[config.mk]
export PLATFORM = sky130hd
export DESIGN_NAME = cps_hdlc_disasm
export DESIGN_NICKNAME = d
export VERILOG_FILES = /design/src/rtl/cps_hdlc_pkg.sv /design/src/rtl/cps_hdlc_disasm.sv
export SDC_FILE = /design/constraint.sdc
export NUM_CORES = 1
export LEC_CHECK = 0
export ABC_AREA = 1
export BUFFER_PORTS_ARGS = -buffer_cell sky130_fd_sc_hd__buf_2
export CAP_MARGIN = 10
export CELL_PAD_IN_SITES_DETAIL_PLACEMENT = 0
export CELL_PAD_IN_SITES_GLOBAL_PLACEMENT = 1
export CORE_MARGIN = 1.5
export CORE_UTILIZATION = 45
export CTS_CLUSTER_DIAMETER = 50
export DETAILED_ROUTE_END_ITERATION = 7
export PLACE_DENSITY_LB_ADDON = 0.1
export SKIP_CTS_REPAIR_TIMING = 1
export SYNTH_ARGS = -nofsm -noshare
export SYNTH_HDL_FRONTEND = slang
export SYNTH_SLANG_ARGS = --single-unit
export TNS_END_PERCENT = 20
[constraint.sdc]
create_clock -name CLK -period 8.9 [get_ports CLK]
set_input_delay 1.78 -clock CLK [delete_from_list [all_inputs] [get_ports CLK]]
set_output_delay 1.78 -clock CLK [all_outputs]
set_load 0.01 [all_outputs]
[src/rtl/cps_hdlc_pkg.sv]
/*
  Shared types and constants for the CPS packet to HDLC disassembly
  block: register offsets, descriptor word layouts, header codes and
  the framing constants. Assumes a single clock domain.
*/
package cps_hdlc_pkg;
  localparam logic [4:0] ADR_W0 = 5'h00;
  localparam logic [4:0] ADR_W2 = 5'h02;
  localparam logic [4:0] ADR_W4 = 5'h04;
  localparam logic [4:0] ADR_W6 = 5'h06;
  localparam logic [4:0] ADR_W8 = 5'h08;
  localparam logic [4:0] ADR_W10 = 5'h10;
  localparam logic [4:0] ADR_STAT = 5'h12;
  localparam logic [4:0] ADR_MASK = 5'h14;
  localparam logic [4:0] ADR_CFG = 5'h16;

  localparam logic [2:0] HDR_NONE = 3'h0;
  localparam logic [2:0] HDR_A1 = 3'h1;
  localparam logic [2:0] HDR_A2 = 3'h2;
  localparam logic [2:0] HDR_A1C = 3'h3;
  localparam logic [2:0] HDR_A2C = 3'h4;

  localparam logic [7:0] FLAG_BYTE = 8'h7E;
  localparam logic [7:0] ESC_BYTE = 8'h7D;
  localparam logic [7:0] ESC_XOR = 8'h20;
  localparam logic [15:0] CRC_INIT = 16'hFFFF;
  localparam logic [15:0] CRC_POLY = 16'h8408;
  localparam logic [2:0] ONES_MAX = 3'h5;
  localparam logic [3:0] BITS_BYTE = 4'h8;

  typedef enum logic [4:0] {
    S_IDLE = 5'h01,
    S_HDR = 5'h02,
    S_DATA = 5'h04,
    S_CRC = 5'h08,
    S_FLAG = 5'h10
  } fsm_t;

  // descriptor word at 0x00
  typedef struct packed {
    logic rsv;
    logic [2:0] hdr_type;
    logic crc_en;
    logic loss_report_en;
    logic init;
    logic [8:0] wp;
  } w0_t;

  // descriptor word at 0x08
  typedef struct packed {
    logic [1:0] rsv;
    logic ref_a_en;
    logic ref_b_en;
    logic [2:0] rsv2;
    logic uui_in_control_en;
    logic [7:0] ctl;
  } w8_t;

  // descriptor word at 0x10
  typedef struct packed {
    logic [1:0] rsv;
    logic [5:0] exp_li;
    logic length_error_report_en;
    logic uui_error_report_en;
    logic rsv2;
    logic [4:0] seq_bits_match_sel;
  } w10_t;

  // global configuration word
  typedef struct packed {
    logic [7:0] rsv;
    logic [3:0] exp_uui;
    logic [2:0] rsv2;
    logic bitwise;
  } cfg_t;

  typedef struct packed {
    logic loss;
    logic uui;
    logic len;
  } evt_t;

  typedef struct packed {
    logic [5:0] li;
    logic [4:0] uui;
    logic timing;
  } pkt_t;

  typedef struct packed {
    logic we;
    logic [8:0] addr;
    logic [7:0] data;
  } wr_t;
endpackage

[src/rtl/cps_hdlc_disasm.sv]
/*
  Receive disassembly of CPS packets into HDLC framed bytes for one
  channel, with its descriptor registers, error reporting and circular
  buffer pointers. Assumes the circular buffer memory sits outside and
  that all inputs are synchronous to CLK.
*/
// Summary of operation
// - length mismatch raises a report when length reporting is enabled
// - uui mismatch raises a report when uui reporting is enabled
// - lowest set bit of selector gives sequence bits and uui match mask
// - header type code picks none, one or two address bytes, control
// - crc enable appends a 16-bit trailing crc per packet
// - loss errors reported only while loss reporting is enabled
// - loss seen by buffer overflow, queue overrun or sequence error
// - software clears init bit, hardware sets it on first packet
// - 9-bit write pointer marks where the next byte is written
// - 9-bit read pointer marks next byte read toward the tdm side
// - 10-bit stream number routes the channel to a stream
// - 16-bit address field forms header address, unused for none
// - timing packet pulses recovery channel a and or b if enabled
// - send-uui puts uui in top five control bits for codes 011/100
// - control field forms the control byte only for codes 011/100
// - length compared to 6-bit expected value, packet still handled
// - bit-wise zero insertion or byte-wise escaping before buffer writes
`timescale 1ns/1ps
`default_nettype none
module cps_hdlc_disasm (
  input wire logic CLK,
  input wire logic RST,
  input wire logic [4:0] ADDR,
  input wire logic [15:0] WDATA,
  input wire logic WR,
  input wire logic RD,
  output logic [15:0] RDATA,
  input wire logic PKT_VALID,
  input wire cps_hdlc_pkg::pkt_t PKT,
  output logic PKT_READY,
  input wire logic IN_VALID,
  input wire logic [7:0] IN_DATA,
  input wire logic IN_LAST,
  output logic IN_READY,
  input wire logic DESC_OVERRUN,
  output cps_hdlc_pkg::wr_t BUF_WR,
  input wire logic RD_REQ,
  output logic RD_VALID,
  output logic [8:0] RD_ADDR,
  output logic RD_EMPTY,
  output logic [9:0] STREAM_NUM,
  output logic REF_A,
  output logic REF_B,
  output cps_hdlc_pkg::evt_t REPORT,
  output logic IRQ
);
  typedef struct packed {
    cps_hdlc_pkg::fsm_t fsm;
    cps_hdlc_pkg::w0_t w0;
    logic [8:0] rp;
    logic [9:0] stream;
    logic [15:0] haddr;
    cps_hdlc_pkg::w8_t w8;
    cps_hdlc_pkg::w10_t w10;
    cps_hdlc_pkg::cfg_t cfg;
    cps_hdlc_pkg::evt_t status;
    cps_hdlc_pkg::evt_t mask;
    cps_hdlc_pkg::evt_t rep;
    logic [15:0] rdata;
    logic [4:0] uui;
    logic [3:0] last_seq;
    logic [1:0] hidx;
    logic cidx;
    logic [15:0] crc;
    logic st_v;
    logic st_raw;
    logic [7:0] sh;
    logic [3:0] n;
    logic [2:0] ones;
    logic [7:0] acc;
    logic [3:0] accn;
    logic ovf;
    cps_hdlc_pkg::wr_t bw;
    logic rd_valid;
    logic [8:0] rd_addr;
    logic ref_a;
    logic ref_b;
  } st_t;

  st_t q;
  st_t next_q;

  function automatic logic [15:0] crc_upd(input logic [15:0] c,
                                          input logic [7:0] b);
    logic [15:0] r;
    r = c ^ {8'h00, b};
    for (int i = 0; i < 8; i++) begin
      r = r[0] ? ((r >> 1) ^ cps_hdlc_pkg::CRC_POLY) : (r >> 1);
    end
    return r;
  endfunction

  logic [3:0] mmask;
  logic [3:0] smask;
  logic [1:0] hcnt;
  logic two_addr;
  logic [7:0] ctl_byte;
  logic [7:0] hbyte;
  logic full;
  logic bitv;
  logic do_wr;
  logic [7:0] wdat;
  cps_hdlc_pkg::evt_t ev;
  cps_hdlc_pkg::evt_t clr;

  // match mask on the upper uui bits, sequence bits below it
  always_comb begin
    priority casez (q.w10.seq_bits_match_sel)
      5'b????1: mmask = 4'hF;
      5'b???10: mmask = 4'hE;
      5'b??100: mmask = 4'hC;
      5'b?1000: mmask = 4'h8;
      default: mmask = 4'h0;
    endcase
    smask = (q.w10.seq_bits_match_sel == 5'h00) ? 4'h0 : ~mmask;
  end

  // header layout; reserved codes are framed as no header
  always_comb begin
    two_addr = (q.w0.hdr_type == cps_hdlc_pkg::HDR_A2) ||
               (q.w0.hdr_type == cps_hdlc_pkg::HDR_A2C);
    case (q.w0.hdr_type)
      cps_hdlc_pkg::HDR_A1: hcnt = 2'h0;
      cps_hdlc_pkg::HDR_A2: hcnt = 2'h1;
      cps_hdlc_pkg::HDR_A1C: hcnt = 2'h1;
      cps_hdlc_pkg::HDR_A2C: hcnt = 2'h2;
      default: hcnt = 2'h0;
    endcase
    ctl_byte = q.w8.uui_in_control_en ? {q.uui, q.w8.ctl[2:0]}
                                      : q.w8.ctl;
    if (two_addr && q.hidx == 2'h0) begin
      hbyte = q.haddr[15:8];
    end else if (q.hidx == (two_addr ? 2'h1 : 2'h0)) begin
      hbyte = q.haddr[7:0];
    end else begin
      hbyte = ctl_byte;
    end
  end

  assign full = (q.w0.wp + 9'h001) == q.rp;
  assign PKT_READY = (q.fsm == cps_hdlc_pkg::S_IDLE);
  assign IN_READY = (q.fsm == cps_hdlc_pkg::S_DATA) && !q.st_v;
  assign RD_EMPTY = (q.w0.wp == q.rp);
  assign IRQ = |(q.status & q.mask);

  always_comb begin
    next_q = q;
    ev = '0;
    clr = '0;
    bitv = 1'b0;
    do_wr = 1'b0;
    wdat = q.sh;
    next_q.bw.we = 1'b0;
    next_q.rd_valid = 1'b0;
    next_q.ref_a = 1'b0;
    next_q.ref_b = 1'b0;

    if (WR) begin
      case (ADDR)
        cps_hdlc_pkg::ADR_W0: next_q.w0 = WDATA;
        cps_hdlc_pkg::ADR_W2: next_q.rp = WDATA[8:0];
        cps_hdlc_pkg::ADR_W4: next_q.stream = WDATA[9:0];
        cps_hdlc_pkg::ADR_W6: next_q.haddr = WDATA;
        cps_hdlc_pkg::ADR_W8: next_q.w8 = WDATA;
        cps_hdlc_pkg::ADR_W10: next_q.w10 = WDATA;
        cps_hdlc_pkg::ADR_STAT: clr = WDATA[2:0];
        cps_hdlc_pkg::ADR_MASK: next_q.mask = WDATA[2:0];
        cps_hdlc_pkg::ADR_CFG: next_q.cfg = WDATA;
        default: ;
      endcase
    end
    next_q.rdata = 16'h0000;
    if (RD) begin
      case (ADDR)
        cps_hdlc_pkg::ADR_W0: next_q.rdata = q.w0;
        cps_hdlc_pkg::ADR_W2: next_q.rdata = {7'h00, q.rp};
        cps_hdlc_pkg::ADR_W4: next_q.rdata = {6'h00, q.stream};
        cps_hdlc_pkg::ADR_W6: next_q.rdata = q.haddr;
        cps_hdlc_pkg::ADR_W8: next_q.rdata = q.w8;
        cps_hdlc_pkg::ADR_W10: next_q.rdata = q.w10;
        cps_hdlc_pkg::ADR_STAT: next_q.rdata = {13'h0000, q.status};
        cps_hdlc_pkg::ADR_MASK: next_q.rdata = {13'h0000, q.mask};
        cps_hdlc_pkg::ADR_CFG: next_q.rdata = q.cfg;
        default: next_q.rdata = 16'h0000;
      endcase
    end

    // stuffing stage: one output bit or one output byte per cycle
    if (q.st_v) begin
      if (q.cfg.bitwise) begin
        if (q.ones == cps_hdlc_pkg::ONES_MAX) begin
          bitv = 1'b0;
          next_q.ones = 3'h0;
        end else begin
          bitv = q.sh[0];
          next_q.sh = q.sh >> 1;
          next_q.n = q.n - 4'h1;
          next_q.ones = (q.st_raw || !bitv) ? 3'h0 : q.ones + 3'h1;
          next_q.st_v = (q.n != 4'h1);
        end
        next_q.acc = {bitv, q.acc[7:1]};
        next_q.accn = q.accn + 4'h1;
        if (next_q.accn == cps_hdlc_pkg::BITS_BYTE) begin
          do_wr = 1'b1;
          wdat = next_q.acc;
          next_q.accn = 4'h0;
        end
      end else if (!q.st_raw && (q.sh == cps_hdlc_pkg::FLAG_BYTE ||
                                 q.sh == cps_hdlc_pkg::ESC_BYTE)) begin
        do_wr = 1'b1;
        wdat = cps_hdlc_pkg::ESC_BYTE;
        next_q.sh = q.sh ^ cps_hdlc_pkg::ESC_XOR;
        next_q.st_raw = 1'b1;
      end else begin
        do_wr = 1'b1;
        next_q.st_v = 1'b0;
      end
    end

    // a full buffer drops the byte rather than overwrite unread data
    if (do_wr) begin
      if (full) begin
        ev.loss = !q.ovf;
        next_q.ovf = 1'b1;
      end else begin
        next_q.bw.we = 1'b1;
        next_q.bw.addr = q.w0.wp;
        next_q.bw.data = wdat;
        next_q.w0.wp = q.w0.wp + 9'h001;
      end
    end

    if (RD_REQ && q.w0.wp != q.rp) begin
      next_q.rd_valid = 1'b1;
      next_q.rd_addr = q.rp;
      next_q.rp = q.rp + 9'h001;
    end

    case (q.fsm)
      cps_hdlc_pkg::S_IDLE: begin
        if (PKT_VALID) begin
          next_q.uui = PKT.uui;
          next_q.last_seq = PKT.uui[3:0];
          next_q.w0.init = 1'b1;
          next_q.ovf = 1'b0;
          next_q.hidx = 2'h0;
          next_q.crc = cps_hdlc_pkg::CRC_INIT;
          ev.len = q.w10.length_error_report_en &&
                   (PKT.li != q.w10.exp_li);
          ev.uui = q.w10.uui_error_report_en &&
                   ((PKT.uui[3:0] & mmask) !=
                    (q.cfg.exp_uui & mmask));
          ev.loss = q.w0.init && ((PKT.uui[3:0] & smask) !=
                    ((q.last_seq + 4'h1) & smask));
          next_q.ref_a = PKT.timing && q.w8.ref_a_en;
          next_q.ref_b = PKT.timing && q.w8.ref_b_en;
          if (q.w0.hdr_type == cps_hdlc_pkg::HDR_NONE ||
              q.w0.hdr_type > cps_hdlc_pkg::HDR_A2C) begin
            next_q.fsm = cps_hdlc_pkg::S_DATA;
          end else begin
            next_q.fsm = cps_hdlc_pkg::S_HDR;
          end
        end
      end
      cps_hdlc_pkg::S_HDR: begin
        if (!q.st_v) begin
          next_q.st_v = 1'b1;
          next_q.st_raw = 1'b0;
          next_q.sh = hbyte;
          next_q.n = cps_hdlc_pkg::BITS_BYTE;
          next_q.crc = crc_upd(q.crc, hbyte);
          next_q.hidx = q.hidx + 2'h1;
          if (q.hidx == hcnt) begin
            next_q.fsm = cps_hdlc_pkg::S_DATA;
          end
        end
      end
      cps_hdlc_pkg::S_DATA: begin
        if (!q.st_v && IN_VALID) begin
          next_q.st_v = 1'b1;
          next_q.st_raw = 1'b0;
          next_q.sh = IN_DATA;
          next_q.n = cps_hdlc_pkg::BITS_BYTE;
          next_q.crc = crc_upd(q.crc, IN_DATA);
          next_q.cidx = 1'b0;
          if (IN_LAST) begin
            next_q.fsm = q.w0.crc_en ? cps_hdlc_pkg::S_CRC
                                     : cps_hdlc_pkg::S_FLAG;
          end
        end
      end
      cps_hdlc_pkg::S_CRC: begin
        if (!q.st_v) begin
          next_q.st_v = 1'b1;
          next_q.st_raw = 1'b0;
          next_q.sh = q.cidx ? ~q.crc[15:8] : ~q.crc[7:0];
          next_q.n = cps_hdlc_pkg::BITS_BYTE;
          next_q.cidx = 1'b1;
          if (q.cidx) begin
            next_q.fsm = cps_hdlc_pkg::S_FLAG;
          end
        end
      end
      cps_hdlc_pkg::S_FLAG: begin
        if (!q.st_v) begin
          next_q.st_v = 1'b1;
          next_q.st_raw = 1'b1;
          next_q.sh = cps_hdlc_pkg::FLAG_BYTE;
          next_q.n = cps_hdlc_pkg::BITS_BYTE;
          next_q.fsm = cps_hdlc_pkg::S_IDLE;
        end
      end
      default: next_q.fsm = cps_hdlc_pkg::S_IDLE;
    endcase

    if (DESC_OVERRUN) begin
      ev.loss = 1'b1;
    end
    ev.loss = ev.loss && q.w0.loss_report_en;
    next_q.rep = ev;
    next_q.status = (q.status & ~clr) | ev;
  end

  always_ff @(posedge CLK or posedge RST) begin
    if (RST) begin
      q <= '0;
      q.fsm <= cps_hdlc_pkg::S_IDLE;
    end else begin
      q <= next_q;
    end
  end

  assign RDATA = q.rdata;
  assign BUF_WR = q.bw;
  assign RD_VALID = q.rd_valid;
  assign RD_ADDR = q.rd_addr;
  assign STREAM_NUM = q.stream;
  assign REF_A = q.ref_a;
  assign REF_B = q.ref_b;
  assign REPORT = q.rep;
endmodule
`default_nettype wire

==> flow_summary.ini <==
[run_status]
outcome = finished clean

[yosys]
synth_most_common_cell = nand2_1
synth_top_cells_by_area = dfrtp_1 (44%), nand2_1 (12%), o21ai_0 (7.2%)
syn_inst = 1526
synth_top_area_share_pct = 44.4
ys_seq_area_share_pct = 44.6
synth_area_mm2 = 0.0119
synth_top_area_cell = dfrtp_1
synth.distinct_cells = 52
yosys_warnings = 0
synth_edf_count = 0
synth_nets = 1587
synth_seq_cells = 212
postSynthAreaPerCell_um2 = 7.80
synthFlopType = dfrtp_1
synth_commonest_cells = nand2_1 (379), dfrtp_1 (211), o21ai_0 (170)
async_reset_ff_share_pct = 100

[power]
pwr-share-seq_pct = 32.4
p_per_area_mw_per_mm2 = 341
leakage_nw = 6.65
power.share.combinational_pct = 34.9
ir_worst_vdd_uv = 190
swShare_pct = 40.2
p_int_w = 0.00278
clockPowerShare_pct = 32.7
p_sw_w = 0.00187

[worst_setup_path]
start_kind = flip-flop
arrival_ps = 1910
end_kind = primary output
cp.required_ps = 7120
crit_fanout = 4
path_class = reg -> out

[timing]
worst_pin_slew_ps = 1180
fmax_ghz = 0.271
rsz0062_at_grt = no
clock_skew_ps = 33.4
hold_slack_ps = 472
tns_ps = 0
hold_violations = 0
slew_viol_final = 0
slew_headroom_pct = 21.2
min_period_ps = 3690
setup_viol = 0
period_share_pct = 41.4
worst_slack_ps = 5210

[floorplanning]
die_h_um = 166
die_area_mm2 = 0.0274
fp-row-count = 59
core-area_mm2 = 0.0260
start_util_pct = 45.8
io_pins = 113
die_x_um = 166

[grt]
grt_max_degree = 105
grt_usage_pct = 26.7
antenna_found_initial = 0
grt_pass1_vias = 10200
grt-ovfl-total = 0
grt_pass1_wl_um = 57900

[final_layout]
multi_input_area_mm2 = 0.00527
drive_gt1_share_pct = 13.3
final-seq-area_mm2 = 0.00531
nets = 1634
nFillCells = 2507
area_growth_syn_to_layout_pct = 14.3
fin_util_pct = 52.4
diodes = 0
stdcell_count = 1935

[detailed_routing]
dr.pass1.iters = 5
route.vias.total = 10600
route.detailed.wl_per_inst_um = 18.9
routed_via_density = 5.46
antenna_left = 0
drc_errors = 0
wl_um = 36700
drt_iter0_drc = 932

[placed_design]
place_ws_ps = 4910
io_buffers = 112
placed_cells = 1871
gp_congestion = 0.877
dpl.hpwl_um = 26500

[clock_network]
root_buffer = clkbuf_16
tritoncts = built
clkSinkCount = 212
clock_path_buffers = 3
cts_buffers = 35
htree_num_levels = 2
clock_latency_ps = 520
clk_pin_slew_ps = 50

[flow_run]
cap_violations = 0

[hold_path]
min_path_type = reg -> reg
## cells in the final DEF (no fill, tap or decap), types with 7 or more instances in the layout
| cell type | count |
|---|---|
| a21oi_1 | 62 |
| a221oi_1 | 19 |
| a22oi_1 | 18 |
| a31oi_1 | 15 |
| buf_2 | 112 |
| buf_4 | 9 |
| bufinv_16 | 8 |
| clkbuf_16 | 35 |
| dfrtp_1 | 211 |
| ha_1 | 11 |
| inv_1 | 168 |
| nand2_1 | 379 |
| nand3_1 | 88 |
| nand4_1 | 19 |
| nor2_1 | 85 |
| nor3_1 | 16 |
| o211ai_1 | 13 |
| o21ai_0 | 170 |
| o21ai_1 | 16 |
| o22ai_1 | 9 |
| or2_2 | 7 |
| xnor2_1 | 21 |
| xor2_1 | 36 |
## worst max-delay path: stages (launching register included)
cell     delay, ps
dfrtp_1        480
xnor2_1        360
nand4_1        130
or2_1          260
inv_1           50
buf_2          110
## stage by stage
step                power [W]  instance area, um2
finish                0.00465               13600
global route          0.00497               13600
CTS                   0.00466               13600
detailed placement    0.00312               12300
global placement      0.00310               12300
floorplan             0.00270               11900
## power groups by stage
stage                     clock [W]  sequential, W  combinational, W
after global routing        0.00158        0.00153           0.00185
after detailed placement          0        0.00151           0.00161
after floorplan                   0        0.00139           0.00131
final                       0.00152        0.00150           0.00162
after global placement            0        0.00151           0.00160
after CTS                   0.00153        0.00150           0.00162
## metal layers
layer	up-vias	share of wire [%]	global-route usage [%]
met5	-	0	0
met4	0	2.7	8.46
met3	59	6.8	4.83
met2	370	45	41.4
met1	5033	46	38.0
li1	5107	-	-
## area by class of cell
cell class                 instances  area share, %
multi-input combinational       1029           38.7
tap                              335           3.08
clock buffer                      41           6.90
sequential                       212           39.0
inverter                         174           4.87
timing repair buffer             121           4.62
clock inverter                    23           2.80
## sequential cells by signal, summed over array words and instances (netlist names)
signal / count
RD_VALID: 1
RD_ADDR: 9
RDATA: 16
q: 153
REF_B: 1
REF_A: 1
BUF_WR: 18
REPORT: 3
STREAM_NUM: 10
## logic make-up (layout without fill, tap and decap cells)
kind of cell / after synthesis / after routing / synth area share (%)
compound gates: 348 / 348 / 16.9
xor+xnor: 57 / 57 / 4.20
fa+ha+maj: 11 / 11 / 1.16
buf+inv: 285 / 359 / 11.1
flops: 212 / 212 / 44.6
simple gates: 613 / 613 / 22.0
## path summary, 6_finish.rpt
path	startpoint	end	slack (ps)	depth (start not counted)
setup / recovery	q[204]$_DFF_PP0_	RD_EMPTY	5210	5
hold / removal	BUF_WR[14]$_DFFE_PP0P_	BUF_WR[14]$_DFFE_PP0P_	470	2
setup reg to reg	q[59]$_DFF_PP0_	q[70]$_DFFE_PP0P_	5780	14
hold reg to reg	BUF_WR[14]$_DFFE_PP0P_	BUF_WR[14]$_DFFE_PP0P_	470	2
max in group asynchronous	RST	q[169]$_DFFE_PP0P_	6260	3
min in group asynchronous	RST	q[187]$_DFFE_PP0P_	1410	2
No activity file was read; power rests on OpenSTA's default activity.
